<file path="src/rtl/rtc_port_pkg.sv">
`default_nettype none
package rtc_port_pkg;
  localparam logic [3:0] FIXED_CODE     = 4'h6;
  localparam logic       RW_READ        = 1'b1;
  localparam logic [2:0] CMD_STATUS_ONE = 3'h0;
  localparam logic [2:0] CMD_STATUS_TWO = 3'h1;
  localparam logic [2:0] CMD_CAL_FULL   = 3'h2;
  localparam logic [2:0] CMD_CAL_TIME   = 3'h3;
  localparam logic [2:0] CMD_ALARM_ONE  = 3'h4;
  localparam logic [2:0] CMD_ALARM_TWO  = 3'h5;
  localparam logic [2:0] CMD_CORRECTION = 3'h6;
  localparam logic [2:0] CMD_USER       = 3'h7;
  localparam logic [2:0] CAL_BYTES      = 3'h7;
  localparam logic [2:0] TIME_BYTES     = 3'h3;
  localparam logic [2:0] TIME_FIRST     = 3'h4;
  localparam logic [2:0] ALARM_BYTES    = 3'h3;
  localparam int         ST1_RESET_BIT  = 7;
  localparam int         ST1_HOUR24_BIT = 6;
  localparam int         ST1_SC_A_BIT   = 5;
  localparam int         ST1_SC_B_BIT   = 4;
  localparam logic [7:0] REG_RESET      = 8'h00;
  localparam logic [23:0] ALARM_RESET   = 24'h000000;
  localparam logic [7:0] MASK_YEAR      = 8'hff;
  localparam logic [7:0] MASK_MONTH     = 8'hf8;
  localparam logic [7:0] MASK_DAY       = 8'hfc;
  localparam logic [7:0] MASK_WEEKDAY   = 8'he0;
  localparam logic [7:0] MASK_HMS       = 8'hfe;
  localparam logic [7:0] MASK_AL_WEEK   = 8'he1;
  localparam logic [7:0] MASK_AL_FULL   = 8'hff;
  localparam int         WR_FIFO_DEPTH  = 16;

  typedef struct packed {
    logic [2:0] cmd;
    logic [2:0] idx;
    logic [7:0] data;
  } wr_entry_s;

  typedef struct packed {
    logic freq_output_enable;
    logic minute_irq_enable;
    logic alarm_one_enable;
    logic crystal_output_enable;
    logic scratch_c;
    logic scratch_d;
    logic alarm_two_enable;
    logic test_bit;
  } status_two_s;

  // Byte i of the calendar, year first
  function automatic logic [7:0] cal_mask(input logic [2:0] i);
    case (i)
      3'h0: cal_mask = MASK_YEAR;
      3'h1: cal_mask = MASK_MONTH;
      3'h2: cal_mask = MASK_DAY;
      3'h3: cal_mask = MASK_WEEKDAY;
      default: cal_mask = MASK_HMS;
    endcase
  endfunction : cal_mask

  function automatic logic [7:0] alarm_mask(input logic [2:0] i);
    alarm_mask = (i == 3'h0) ? MASK_AL_WEEK : MASK_AL_FULL;
  endfunction : alarm_mask
endpackage : rtc_port_pkg
`default_nettype wire

</file>
<file path="src/rtl/rtc_serial_command_port.sv">
`timescale 1ns/1ns
`default_nettype none

module wr_fifo #(
  parameter int WIDTH = 8,
  parameter int DEPTH = 16
) (
  // Clock and reset
  input  wire logic             clk,
  input  wire logic             rstn,
  // Fill side
  input  wire logic             in_valid,
  output logic                  in_ready,
  input  wire logic [WIDTH-1:0] in_data,
  // Drain side
  output logic                  out_valid,
  input  wire logic             out_ready,
  output logic [WIDTH-1:0]      out_data
);
  localparam int AW = $clog2(DEPTH);
  logic [WIDTH-1:0] mem [DEPTH];
  logic [AW:0]      wptr;
  logic [AW:0]      rptr;
  logic [AW:0]      next_wptr;
  logic [AW:0]      next_rptr;

  assign in_ready  = (wptr - rptr) != (AW+1)'(DEPTH);
  assign out_valid = wptr != rptr;
  assign out_data  = mem[rptr[AW-1:0]];

  always_comb begin
    next_wptr = wptr;
    next_rptr = rptr;
    if (in_valid && in_ready) begin
      next_wptr = wptr + 1'b1;
    end
    if (out_valid && out_ready) begin
      next_rptr = rptr + 1'b1;
    end
  end

  always_ff @(posedge clk) begin
    if (!rstn) begin
      wptr <= '0;
      rptr <= '0;
    end else begin
      wptr <= next_wptr;
      rptr <= next_rptr;
    end
    if (in_valid && in_ready) begin
      mem[wptr[AW-1:0]] <= in_data;
    end
  end
endmodule : wr_fifo

module rtc_serial_command_port
  import rtc_port_pkg::*;
(
  // Clock and reset
  input  wire logic        clk,
  input  wire logic        rstn,
  // Serial pins
  input  wire logic        cs_pin,
  input  wire logic        sck_pin,
  input  wire logic        sio_in,
  output logic             sio_out,
  output logic             sio_oe,
  // Timekeeper calendar
  input  wire logic [55:0] cal_now,
  input  wire logic        cal_ready,
  output logic             cal_wr,
  output logic [2:0]       cal_widx,
  output logic [7:0]       cal_wdata,
  // Timekeeper events
  input  wire logic        alarm_one_hit,
  input  wire logic        alarm_two_hit,
  input  wire logic        low_voltage_detect,
  // Configuration
  output logic             sw_reset,
  output logic             hour_24,
  output status_two_s      status_two,
  output logic [23:0]      alarm_one_or_freq_select,
  output logic [23:0]      alarm_two_time,
  output logic [7:0]       rate_correction,
  output logic [7:0]       user_storage_byte
);
  typedef enum logic [1:0] {
    ST_IDLE  = 2'b00,
    ST_HEAD  = 2'b01,
    ST_WRITE = 2'b11,
    ST_READ  = 2'b10
  } port_state_e;

  // Pin synchronisers: index 0 cs, 1 sck, 2 data
  logic [2:0]  pin_meta;
  logic [2:0]  pin_sync;
  logic        sck_prev;
  logic        cs_s;
  logic        sio_s;
  logic        sck_rise;
  logic        sck_fall;

  assign cs_s     = pin_sync[0];
  assign sio_s    = pin_sync[2];
  assign sck_rise = pin_sync[1] & ~sck_prev;
  assign sck_fall = ~pin_sync[1] & sck_prev;
  assign sio_out  = 1'b0;

  always_ff @(posedge clk) begin
    if (!rstn) begin
      pin_meta <= '0;
      pin_sync <= '0;
      sck_prev <= 1'b0;
    end else begin
      pin_meta <= {sio_in, sck_pin, cs_pin};
      pin_sync <= pin_meta;
      sck_prev <= pin_sync[1];
    end
  end

  // Serial framing group
  port_state_e state;
  port_state_e next_state;
  logic [2:0]  bitcnt;
  logic [2:0]  next_bitcnt;
  logic [7:0]  rx;
  logic [7:0]  next_rx;
  logic [7:0]  tx;
  logic [7:0]  next_tx;
  logic [2:0]  cmd;
  logic [2:0]  next_cmd;
  logic [2:0]  idx;
  logic [2:0]  next_idx;
  logic [55:0] snap;
  logic [55:0] next_snap;
  logic        next_oe;
  logic        load;
  logic        hit_code;
  logic        clear_flags;
  logic [2:0]  sel_cmd;
  logic [2:0]  sel_idx;
  logic [55:0] sel_cal;
  logic [7:0]  rd_byte;
  logic        freq_mode;
  wr_entry_s   push_entry;
  logic        push_valid;
  logic        push_ready;

  // Register group
  logic        alarm_one_flag;
  logic        alarm_two_flag;
  logic        low_voltage_flag;
  logic        power_up_flag;
  logic        scratch_a;
  logic        scratch_b;
  logic        next_alarm_one_flag;
  logic        next_alarm_two_flag;
  logic        next_low_voltage_flag;
  logic        next_power_up_flag;
  logic        next_scratch_a;
  logic        next_scratch_b;
  logic        next_hour_24;
  status_two_s next_status_two;
  logic [23:0] next_alarm_one;
  logic [23:0] next_alarm_two;
  logic [7:0]  next_correction;
  logic [7:0]  next_user;
  logic        next_sw_reset;
  logic        next_cal_wr;
  logic [2:0]  next_cal_widx;
  logic [7:0]  next_cal_wdata;
  wr_entry_s   pop_entry;
  logic        pop_valid;
  logic        pop_ready;

  function automatic logic [7:0] pick(input logic [55:0] v, input logic [2:0] i, input logic [2:0] n);
    pick = v[55 - 8*i -: 8];
    if (i >= n) begin
      pick = 8'h00;
    end
  endfunction : pick

  // Frequency layout only when minute interrupt is off
  assign freq_mode = status_two.freq_output_enable & ~status_two.minute_irq_enable;
  assign sel_cmd   = (state == ST_READ) ? cmd : next_rx[3:1];
  assign sel_idx   = (state == ST_READ) ? idx : 3'h0;
  assign sel_cal   = (state == ST_READ) ? snap : cal_now;
  assign hit_code  = next_rx[7:4] == FIXED_CODE;

  always_comb begin
    case (sel_cmd)
      CMD_STATUS_ONE: rd_byte = (sel_idx == 3'h0) ? {1'b0, hour_24, scratch_a, scratch_b,
                                alarm_one_flag, alarm_two_flag, low_voltage_flag, power_up_flag} : 8'h00;
      CMD_STATUS_TWO: rd_byte = (sel_idx == 3'h0) ? status_two : 8'h00;
      CMD_CAL_FULL:   rd_byte = pick(sel_cal, sel_idx, CAL_BYTES) & cal_mask(sel_idx);
      CMD_CAL_TIME:   rd_byte = pick(sel_cal, sel_idx + TIME_FIRST, CAL_BYTES)
                                & cal_mask(sel_idx + TIME_FIRST) & {8{sel_idx < TIME_BYTES}};
      CMD_ALARM_ONE:  rd_byte = freq_mode ? pick({alarm_one_or_freq_select, 32'h0}, sel_idx, 3'h1)
                                : pick({alarm_one_or_freq_select, 32'h0}, sel_idx, ALARM_BYTES);
      CMD_ALARM_TWO:  rd_byte = pick({alarm_two_time, 32'h0}, sel_idx, ALARM_BYTES);
      CMD_CORRECTION: rd_byte = (sel_idx == 3'h0) ? rate_correction : 8'h00;
      default:        rd_byte = (sel_idx == 3'h0) ? user_storage_byte : 8'h00;
    endcase
  end

  always_comb begin
    next_state  = state;
    next_bitcnt = bitcnt;
    next_rx     = rx;
    next_tx     = tx;
    next_cmd    = cmd;
    next_idx    = idx;
    next_snap   = snap;
    next_oe     = sio_oe;
    load        = 1'b0;
    push_valid  = 1'b0;
    push_entry  = '0;
    if (!cs_s) begin
      next_state  = ST_IDLE;
      next_bitcnt = 3'h0;
      next_oe     = 1'b0;
    end else begin
      if (state == ST_IDLE) begin
        next_state = ST_HEAD;
      end
      if (sck_rise) begin
        next_rx     = {rx[6:0], sio_s};
        next_bitcnt = bitcnt + 3'h1;
        if (bitcnt == 3'h7) begin
          case (state)
            ST_IDLE, ST_HEAD: begin
              // Any byte may carry the header until one matches
              if (hit_code) begin
                next_cmd = next_rx[3:1];
                next_idx = 3'h0;
                if (next_rx[0] == RW_READ) begin
                  next_state = ST_READ;
                  load       = 1'b1;
                  next_snap  = cal_now;
                  next_idx   = 3'h1;
                end else begin
                  next_state = ST_WRITE;
                end
              end
            end
            ST_WRITE: begin
              push_valid = 1'b1;
              push_entry = '{cmd: cmd, idx: idx, data: next_rx};
              if (idx != 3'h7) begin
                next_idx = idx + 3'h1;
              end
            end
            ST_READ: begin
              load = 1'b1;
              if (idx != 3'h7) begin
                next_idx = idx + 3'h1;
              end
            end
            default: next_state = ST_IDLE;
          endcase
        end
      end
      if (load) begin
        next_tx = rd_byte;
      end else if (sck_fall && state == ST_READ) begin
        next_oe = ~tx[7];
        next_tx = {tx[6:0], 1'b0};
      end
    end
  end

  assign clear_flags = load && sel_cmd == CMD_STATUS_ONE && sel_idx == 3'h0;

  always_ff @(posedge clk) begin
    if (!rstn) begin
      state  <= ST_IDLE;
      bitcnt <= 3'h0;
      rx     <= 8'h00;
      tx     <= 8'h00;
      cmd    <= 3'h0;
      idx    <= 3'h0;
      snap   <= '0;
      sio_oe <= 1'b0;
    end else begin
      state  <= next_state;
      bitcnt <= next_bitcnt;
      rx     <= next_rx;
      tx     <= next_tx;
      cmd    <= next_cmd;
      idx    <= next_idx;
      snap   <= next_snap;
      sio_oe <= next_oe;
    end
  end

  // Write bytes queue here, 16 deep, so a busy timekeeper loses only bytes that find the queue full
  wr_fifo #(
    .WIDTH ($bits(wr_entry_s)),
    .DEPTH (WR_FIFO_DEPTH)
  ) u_wr_fifo (
    .clk       (clk),
    .rstn      (rstn),
    .in_valid  (push_valid),
    .in_ready  (push_ready),
    .in_data   (push_entry),
    .out_valid (pop_valid),
    .out_ready (pop_ready),
    .out_data  (pop_entry)
  );

  // Calendar entries wait for the timekeeper
  assign pop_ready = ~(pop_entry.cmd inside {CMD_CAL_FULL, CMD_CAL_TIME}) | cal_ready;

  always_comb begin
    next_alarm_one_flag   = alarm_one_flag;
    next_alarm_two_flag   = alarm_two_flag;
    next_low_voltage_flag = low_voltage_flag | low_voltage_detect;
    next_power_up_flag    = power_up_flag;
    next_scratch_a        = scratch_a;
    next_scratch_b        = scratch_b;
    next_hour_24          = hour_24;
    next_status_two       = status_two;
    next_alarm_one        = alarm_one_or_freq_select;
    next_alarm_two        = alarm_two_time;
    next_correction       = rate_correction;
    next_user             = user_storage_byte;
    next_sw_reset         = 1'b0;
    next_cal_wr           = 1'b0;
    next_cal_widx         = cal_widx;
    next_cal_wdata        = cal_wdata;
    if (clear_flags) begin
      next_alarm_one_flag = 1'b0;
      next_alarm_two_flag = 1'b0;
      next_power_up_flag  = 1'b0;
    end
    if (pop_valid && pop_ready && pop_entry.idx == 3'h0) begin
      case (pop_entry.cmd)
        CMD_STATUS_ONE: begin
          if (pop_entry.data[ST1_RESET_BIT]) begin
            next_sw_reset       = 1'b1;
            next_alarm_one_flag = 1'b0;
            next_alarm_two_flag = 1'b0;
            next_scratch_a      = 1'b0;
            next_scratch_b      = 1'b0;
            next_hour_24        = 1'b0;
            next_status_two     = REG_RESET;
            next_alarm_one      = ALARM_RESET;
            next_alarm_two      = ALARM_RESET;
            next_correction     = REG_RESET;
          end else begin
            next_hour_24   = pop_entry.data[ST1_HOUR24_BIT];
            next_scratch_a = pop_entry.data[ST1_SC_A_BIT];
            next_scratch_b = pop_entry.data[ST1_SC_B_BIT];
          end
        end
        CMD_STATUS_TWO: next_status_two = pop_entry.data;
        CMD_CORRECTION: next_correction = pop_entry.data;
        CMD_USER:       next_user = pop_entry.data;
        CMD_ALARM_ONE: begin
          if (freq_mode) begin
            next_alarm_one[23:16] = pop_entry.data;
          end
        end
        default: ;
      endcase
    end
    if (pop_valid && pop_ready) begin
      case (pop_entry.cmd)
        CMD_CAL_FULL, CMD_CAL_TIME: begin
          next_cal_widx = (pop_entry.cmd == CMD_CAL_TIME) ? pop_entry.idx + TIME_FIRST : pop_entry.idx;
          next_cal_wdata = pop_entry.data & cal_mask(next_cal_widx);
          next_cal_wr = (pop_entry.cmd == CMD_CAL_TIME) ? pop_entry.idx < TIME_BYTES
                                                        : pop_entry.idx < CAL_BYTES;
        end
        CMD_ALARM_ONE: begin
          if (!freq_mode && pop_entry.idx < ALARM_BYTES) begin
            next_alarm_one[23 - 8*pop_entry.idx -: 8] = pop_entry.data & alarm_mask(pop_entry.idx);
          end
        end
        CMD_ALARM_TWO: begin
          if (pop_entry.idx < ALARM_BYTES) begin
            next_alarm_two[23 - 8*pop_entry.idx -: 8] = pop_entry.data & alarm_mask(pop_entry.idx);
          end
        end
        default: ;
      endcase
    end
    // A match in the clearing cycle survives
    if (alarm_one_hit) begin
      next_alarm_one_flag = 1'b1;
    end
    if (alarm_two_hit) begin
      next_alarm_two_flag = 1'b1;
    end
  end

  always_ff @(posedge clk) begin
    if (!rstn) begin
      alarm_one_flag           <= 1'b0;
      alarm_two_flag           <= 1'b0;
      low_voltage_flag         <= 1'b0;
      power_up_flag            <= 1'b1;
      scratch_a                <= 1'b0;
      scratch_b                <= 1'b0;
      hour_24                  <= 1'b0;
      status_two               <= REG_RESET;
      alarm_one_or_freq_select <= ALARM_RESET;
      alarm_two_time           <= ALARM_RESET;
      rate_correction          <= REG_RESET;
      user_storage_byte        <= REG_RESET;
      sw_reset                 <= 1'b0;
      cal_wr                   <= 1'b0;
      cal_widx                 <= 3'h0;
      cal_wdata                <= 8'h00;
    end else begin
      alarm_one_flag           <= next_alarm_one_flag;
      alarm_two_flag           <= next_alarm_two_flag;
      low_voltage_flag         <= next_low_voltage_flag;
      power_up_flag            <= next_power_up_flag;
      scratch_a                <= next_scratch_a;
      scratch_b                <= next_scratch_b;
      hour_24                  <= next_hour_24;
      status_two               <= next_status_two;
      alarm_one_or_freq_select <= next_alarm_one;
      alarm_two_time           <= next_alarm_two;
      rate_correction          <= next_correction;
      user_storage_byte        <= next_user;
      sw_reset                 <= next_sw_reset;
      cal_wr                   <= next_cal_wr;
      cal_widx                 <= next_cal_widx;
      cal_wdata                <= next_cal_wdata;
    end
  end
endmodule : rtc_serial_command_port
`default_nettype wire

</file>
<file path="config.mk">
export PLATFORM = sky130hd
export DESIGN_NAME = rtc_serial_command_port
export DESIGN_NICKNAME = d
export VERILOG_FILES = /design/src/rtl/rtc_port_pkg.sv /design/src/rtl/rtc_serial_command_port.sv
export SDC_FILE = /design/constraint.sdc
export NUM_CORES = 1
export LEC_CHECK = 0
export BUFFER_PORTS_ARGS = -buffer_cell sky130_fd_sc_hd__buf_2
export CORE_ASPECT_RATIO = 1.1
export CORE_UTILIZATION = 30
export DETAILED_ROUTE_END_ITERATION = 12
export GPL_TIMING_DRIVEN = 0
export PLACE_DENSITY = 0.43
export REMOVE_ABC_BUFFERS = 1
export SLEW_MARGIN = 15
export SYNTH_ARGS = -nofsm -noshare
export SYNTH_HDL_FRONTEND = slang
export SYNTH_SLANG_ARGS = --single-unit
</file>
<file path="constraint.sdc">
create_clock -name clk -period 4.1 [get_ports clk]
set_input_delay 0.205 -clock clk [delete_from_list [all_inputs] [get_ports clk]]
set_output_delay 0.205 -clock clk [all_outputs]
set_load 0.1 [all_outputs]
</file>
==> run_results.csv <==
group,metric,value,unit
power_and_ir_drop,power_density,405,mW/mm^2
finish,layout.nets,1880,
synth,synth.distinct_cells,91,
synth,synth_fa_ha_area_share,1.47,%
clocking,clock-sinks,421,
job,max_cap_viol_count,0,
detailed_routing,drtIter0Drc,872,
global_routing,grt_usage,18.3,%
detailed_routing,vias_per_cell,5.07,
finish,diodes,0,
synth,yosys-top-cells-count,"edfxtp_1, nand2_1, dfxtp_1",
synth,synth_area,0.0187,sq mm
floorplanning,die_y,264,um
global_routing,antenna_found_initial,1,
global_routing,grt_pass1_wl,87.0,mm
detailed_routing,wl_per_cell,21.8,um
worst_hold_path,hp-start,"cal_ready",
detailed_routing,dr_total_vias,13500,
synth,synth_async_sr_flop_share,0,%
synth,synth_top_area_cell,"edfxtp_1",
synth,synth_top_area_share,35.9,%
place,place_congestion,0.822,
synth,synth_compound_area_share,11.4,%
critical_path,critPathLaunchType,"flip-flop",
sta,hold_violations,0,
sta,fmax,258,MHz
critical_path,ff2ff_setup_slack,230,ps
power_and_ir_drop,peakVddDrop,0.272,mV
sta,worst_pin_slew,1010,ps
power_and_ir_drop,p_leak,7.33,nW
synth,synth_seq_cells,421,
detailed_routing,final_antenna_net_count,0,
finish,fin_area,0.0230,sq mm
sta,fin_crit_sh,94.5,%
finish,drive_gt1_share,22.3,%
sta,fin_crit,3870,ps
sta,setup-tns-final,0,ps
detailed_routing,wl,58.0,mm
synth,synthMuxAreaShare,12.1,%
finish,final-instance-count-excl-fill,2657,
floorplanning,num_rows,95,
finish,syn_to_final_growth,22.8,%
clocking,cts.path.max_buffers,3,
detailed_routing,drc,0,
clocking,clkTransAtPathRegs,60,ps
place,postPlaceCellArea,0.0206,sq mm
place,dp_hpwl,39.2,mm
floorplanning,initial_core_util,30.5,%
synth,synth_top_family_by_area,"simple AND/OR/NAND/NOR gates",
global_routing,overflow,0,
place,port_buffers,151,
worst_hold_path,hold_class,"input port to flip-flop",
sta,slew_violations,0,
floorplanning,coreArea,0.0615,sq mm
finish,nFillCells,6040,
critical_path,arrival,4340,ps
critical_path,end_kind,"flip-flop",
clocking,cts_buffers,48,
synth,seq_area_frac_synth,56.9,%
place,place_inst,2500,
sta,timing.hold.ws,145,ps
synth,synthCells,1600,
synth,synth-main-ff-cell,"edfxtp_1",
critical_path,criticalPathCategory,"flip-flop to flip-flop",
sta,worst_clock_skew,17.7,ps
clocking,htreeDepth,2,
critical_path,crit_path_max_fanout,18,
synth,synthSimpleGateAreaFrac,14.1,%
run_status,outcome,"finished, final reports clean",
global_routing,grt_max_degree,61,
synth,synth.most_common_cell,"edfxtp_1",
floorplanning,num_io_pins,153,
clocking,insertion_delay,590,ps
clocking,ctsRootBufferMaster,"clkbuf_16",
sta,setup_violations,0,
global_routing,grt_pass1_vias,13600,
sta,rsz0062_at_grt,"no",
sta,relSlewSlack,32.2,%
floorplanning,die_width,240,um
clocking,cts_tree,"built",
synth,ys_warn_count,0,
synth,yosys-top-cells-area,"edfxtp_1, dfxtp_1, mux4_2",
critical_path,critPathRequiredTime,4570,ps
synth,synth_edf_count,224,
floorplanning,die_area,0.0635,sq mm
synth,synth_xor_xnor_area_share,0.748,%
detailed_routing,drt-pass1-iter-count,5,
synth,synth.avg_cell_area,11.7,sq um
[worst paths after layout]
kind / to / depth (start not counted)
setup reg to reg: user_storage_byte[5]$_SDFFE_PN0P_ / 9
setup / recovery: user_storage_byte[5]$_SDFFE_PN0P_ / 9
hold reg to reg: pin_sync[2]$_SDFF_PN0_ / 1
hold / removal: cal_wdata[4]$_SDFFE_PN0P_ / 3
[power breakdown]
group	switching [mW]	internal (mW)	leakage (nW)	total, mW
Combinational	0.189	0.170	3.37	0.359
Sequential	0.0314	4.41	3.13	4.44
Clock	1.77	2.75	0.823	4.52
Total	1.99	7.33	7.33	9.31
[worst max-delay path, cell delays in order (launching register included)]
cell     delay (ps)
dfxtp_4         610
mux4_2          570
a22oi_1         250
nand2_1         280
inv_1           160
ha_1            370
nand3_4         260
nor4_4          890
mux2i_1         290
nor2_1           60
[placed cells by master (no fill, tap or decap), types with 25 or more instances in the layout]
cell           instances
inv_1                 25
dfxtp_1              192
mux2i_1               54
dlygate4sd3_1         62
a21oi_1              117
nand3_1               78
edfxtp_1             224
and2_1                30
nor2_1                83
o21ai_0               57
nand2_1              218
clkbuf_16             50
buf_2                151
mux4_2                63
[through the flow]
stage	util, %	setup WS, ps	power, mW
finish	37.4	228	9.31
global route	37.4	23.6	9.61
detailed placement	33.6	-607	4.83
CTS	37.4	13.2	9.44
global placement	32.6	-3000	4.82
floorplan	-	-740	4.70
[metal layers]
layer | track usage [%] | vias up | routed length, um | part of all wire (%)
met1 | 23.1 | 6685 | 24800 | 43
li1 | - | 6338 | - | -
met2 | 31.0 | 338 | 28600 | 49
met3 | 3.21 | 104 | 2540 | 4.4
met5 | 0 | - | 7 | 0.012
met4 | 6.63 | 2 | 2030 | 3.5
[area by class of cell]
class                      count  area [sq um]  area share [%]
timing repair buffer         245          1890            8.23
inverter                      27           106           0.462
multi-input combinational   1050          7630            33.2
sequential                   421         10700            46.4
clock buffer                  67          1400            6.06
tap                          824          1030            4.48
clock inverter                23           277            1.20
[sequential cells by signal, indices dropped and copies added, names as in the netlist, 3 cells and up, named ones only]
register and flops:
rx 8, cal_widx 3, tx 8, snap 56, u_wr_fifo.rptr 5, alarm_two_time 24, u_wr_fifo.wptr 5, cal_wdata 8
alarm_one_or_freq_select 24, pin_sync 3, cmd 3, rate_correction 8, idx 3, pin_meta 3, status_two 8, user_storage_byte 8
bitcnt 3, u_wr_fifo.mem 224
[timing repair]
item,CTS,global route
setup buffers,1,3
resized for setup,3,2
gates cloned,0,0
hold buffers,62,0
setup endpoints to repair,63,38
endpoints found under the hold margin,62,0
pin swaps,1,1
[cells by family after synthesis]
logic type,after synthesis
flip-flops,421
adder cells (fa/ha/maj),22
AO/OA/AOI/OAI,325
XOR/XNOR,16
multiplexers,140
buffers and inverters,129
AND/OR/NAND/NOR,546
other,1
(Power assumes the default switching activity.)
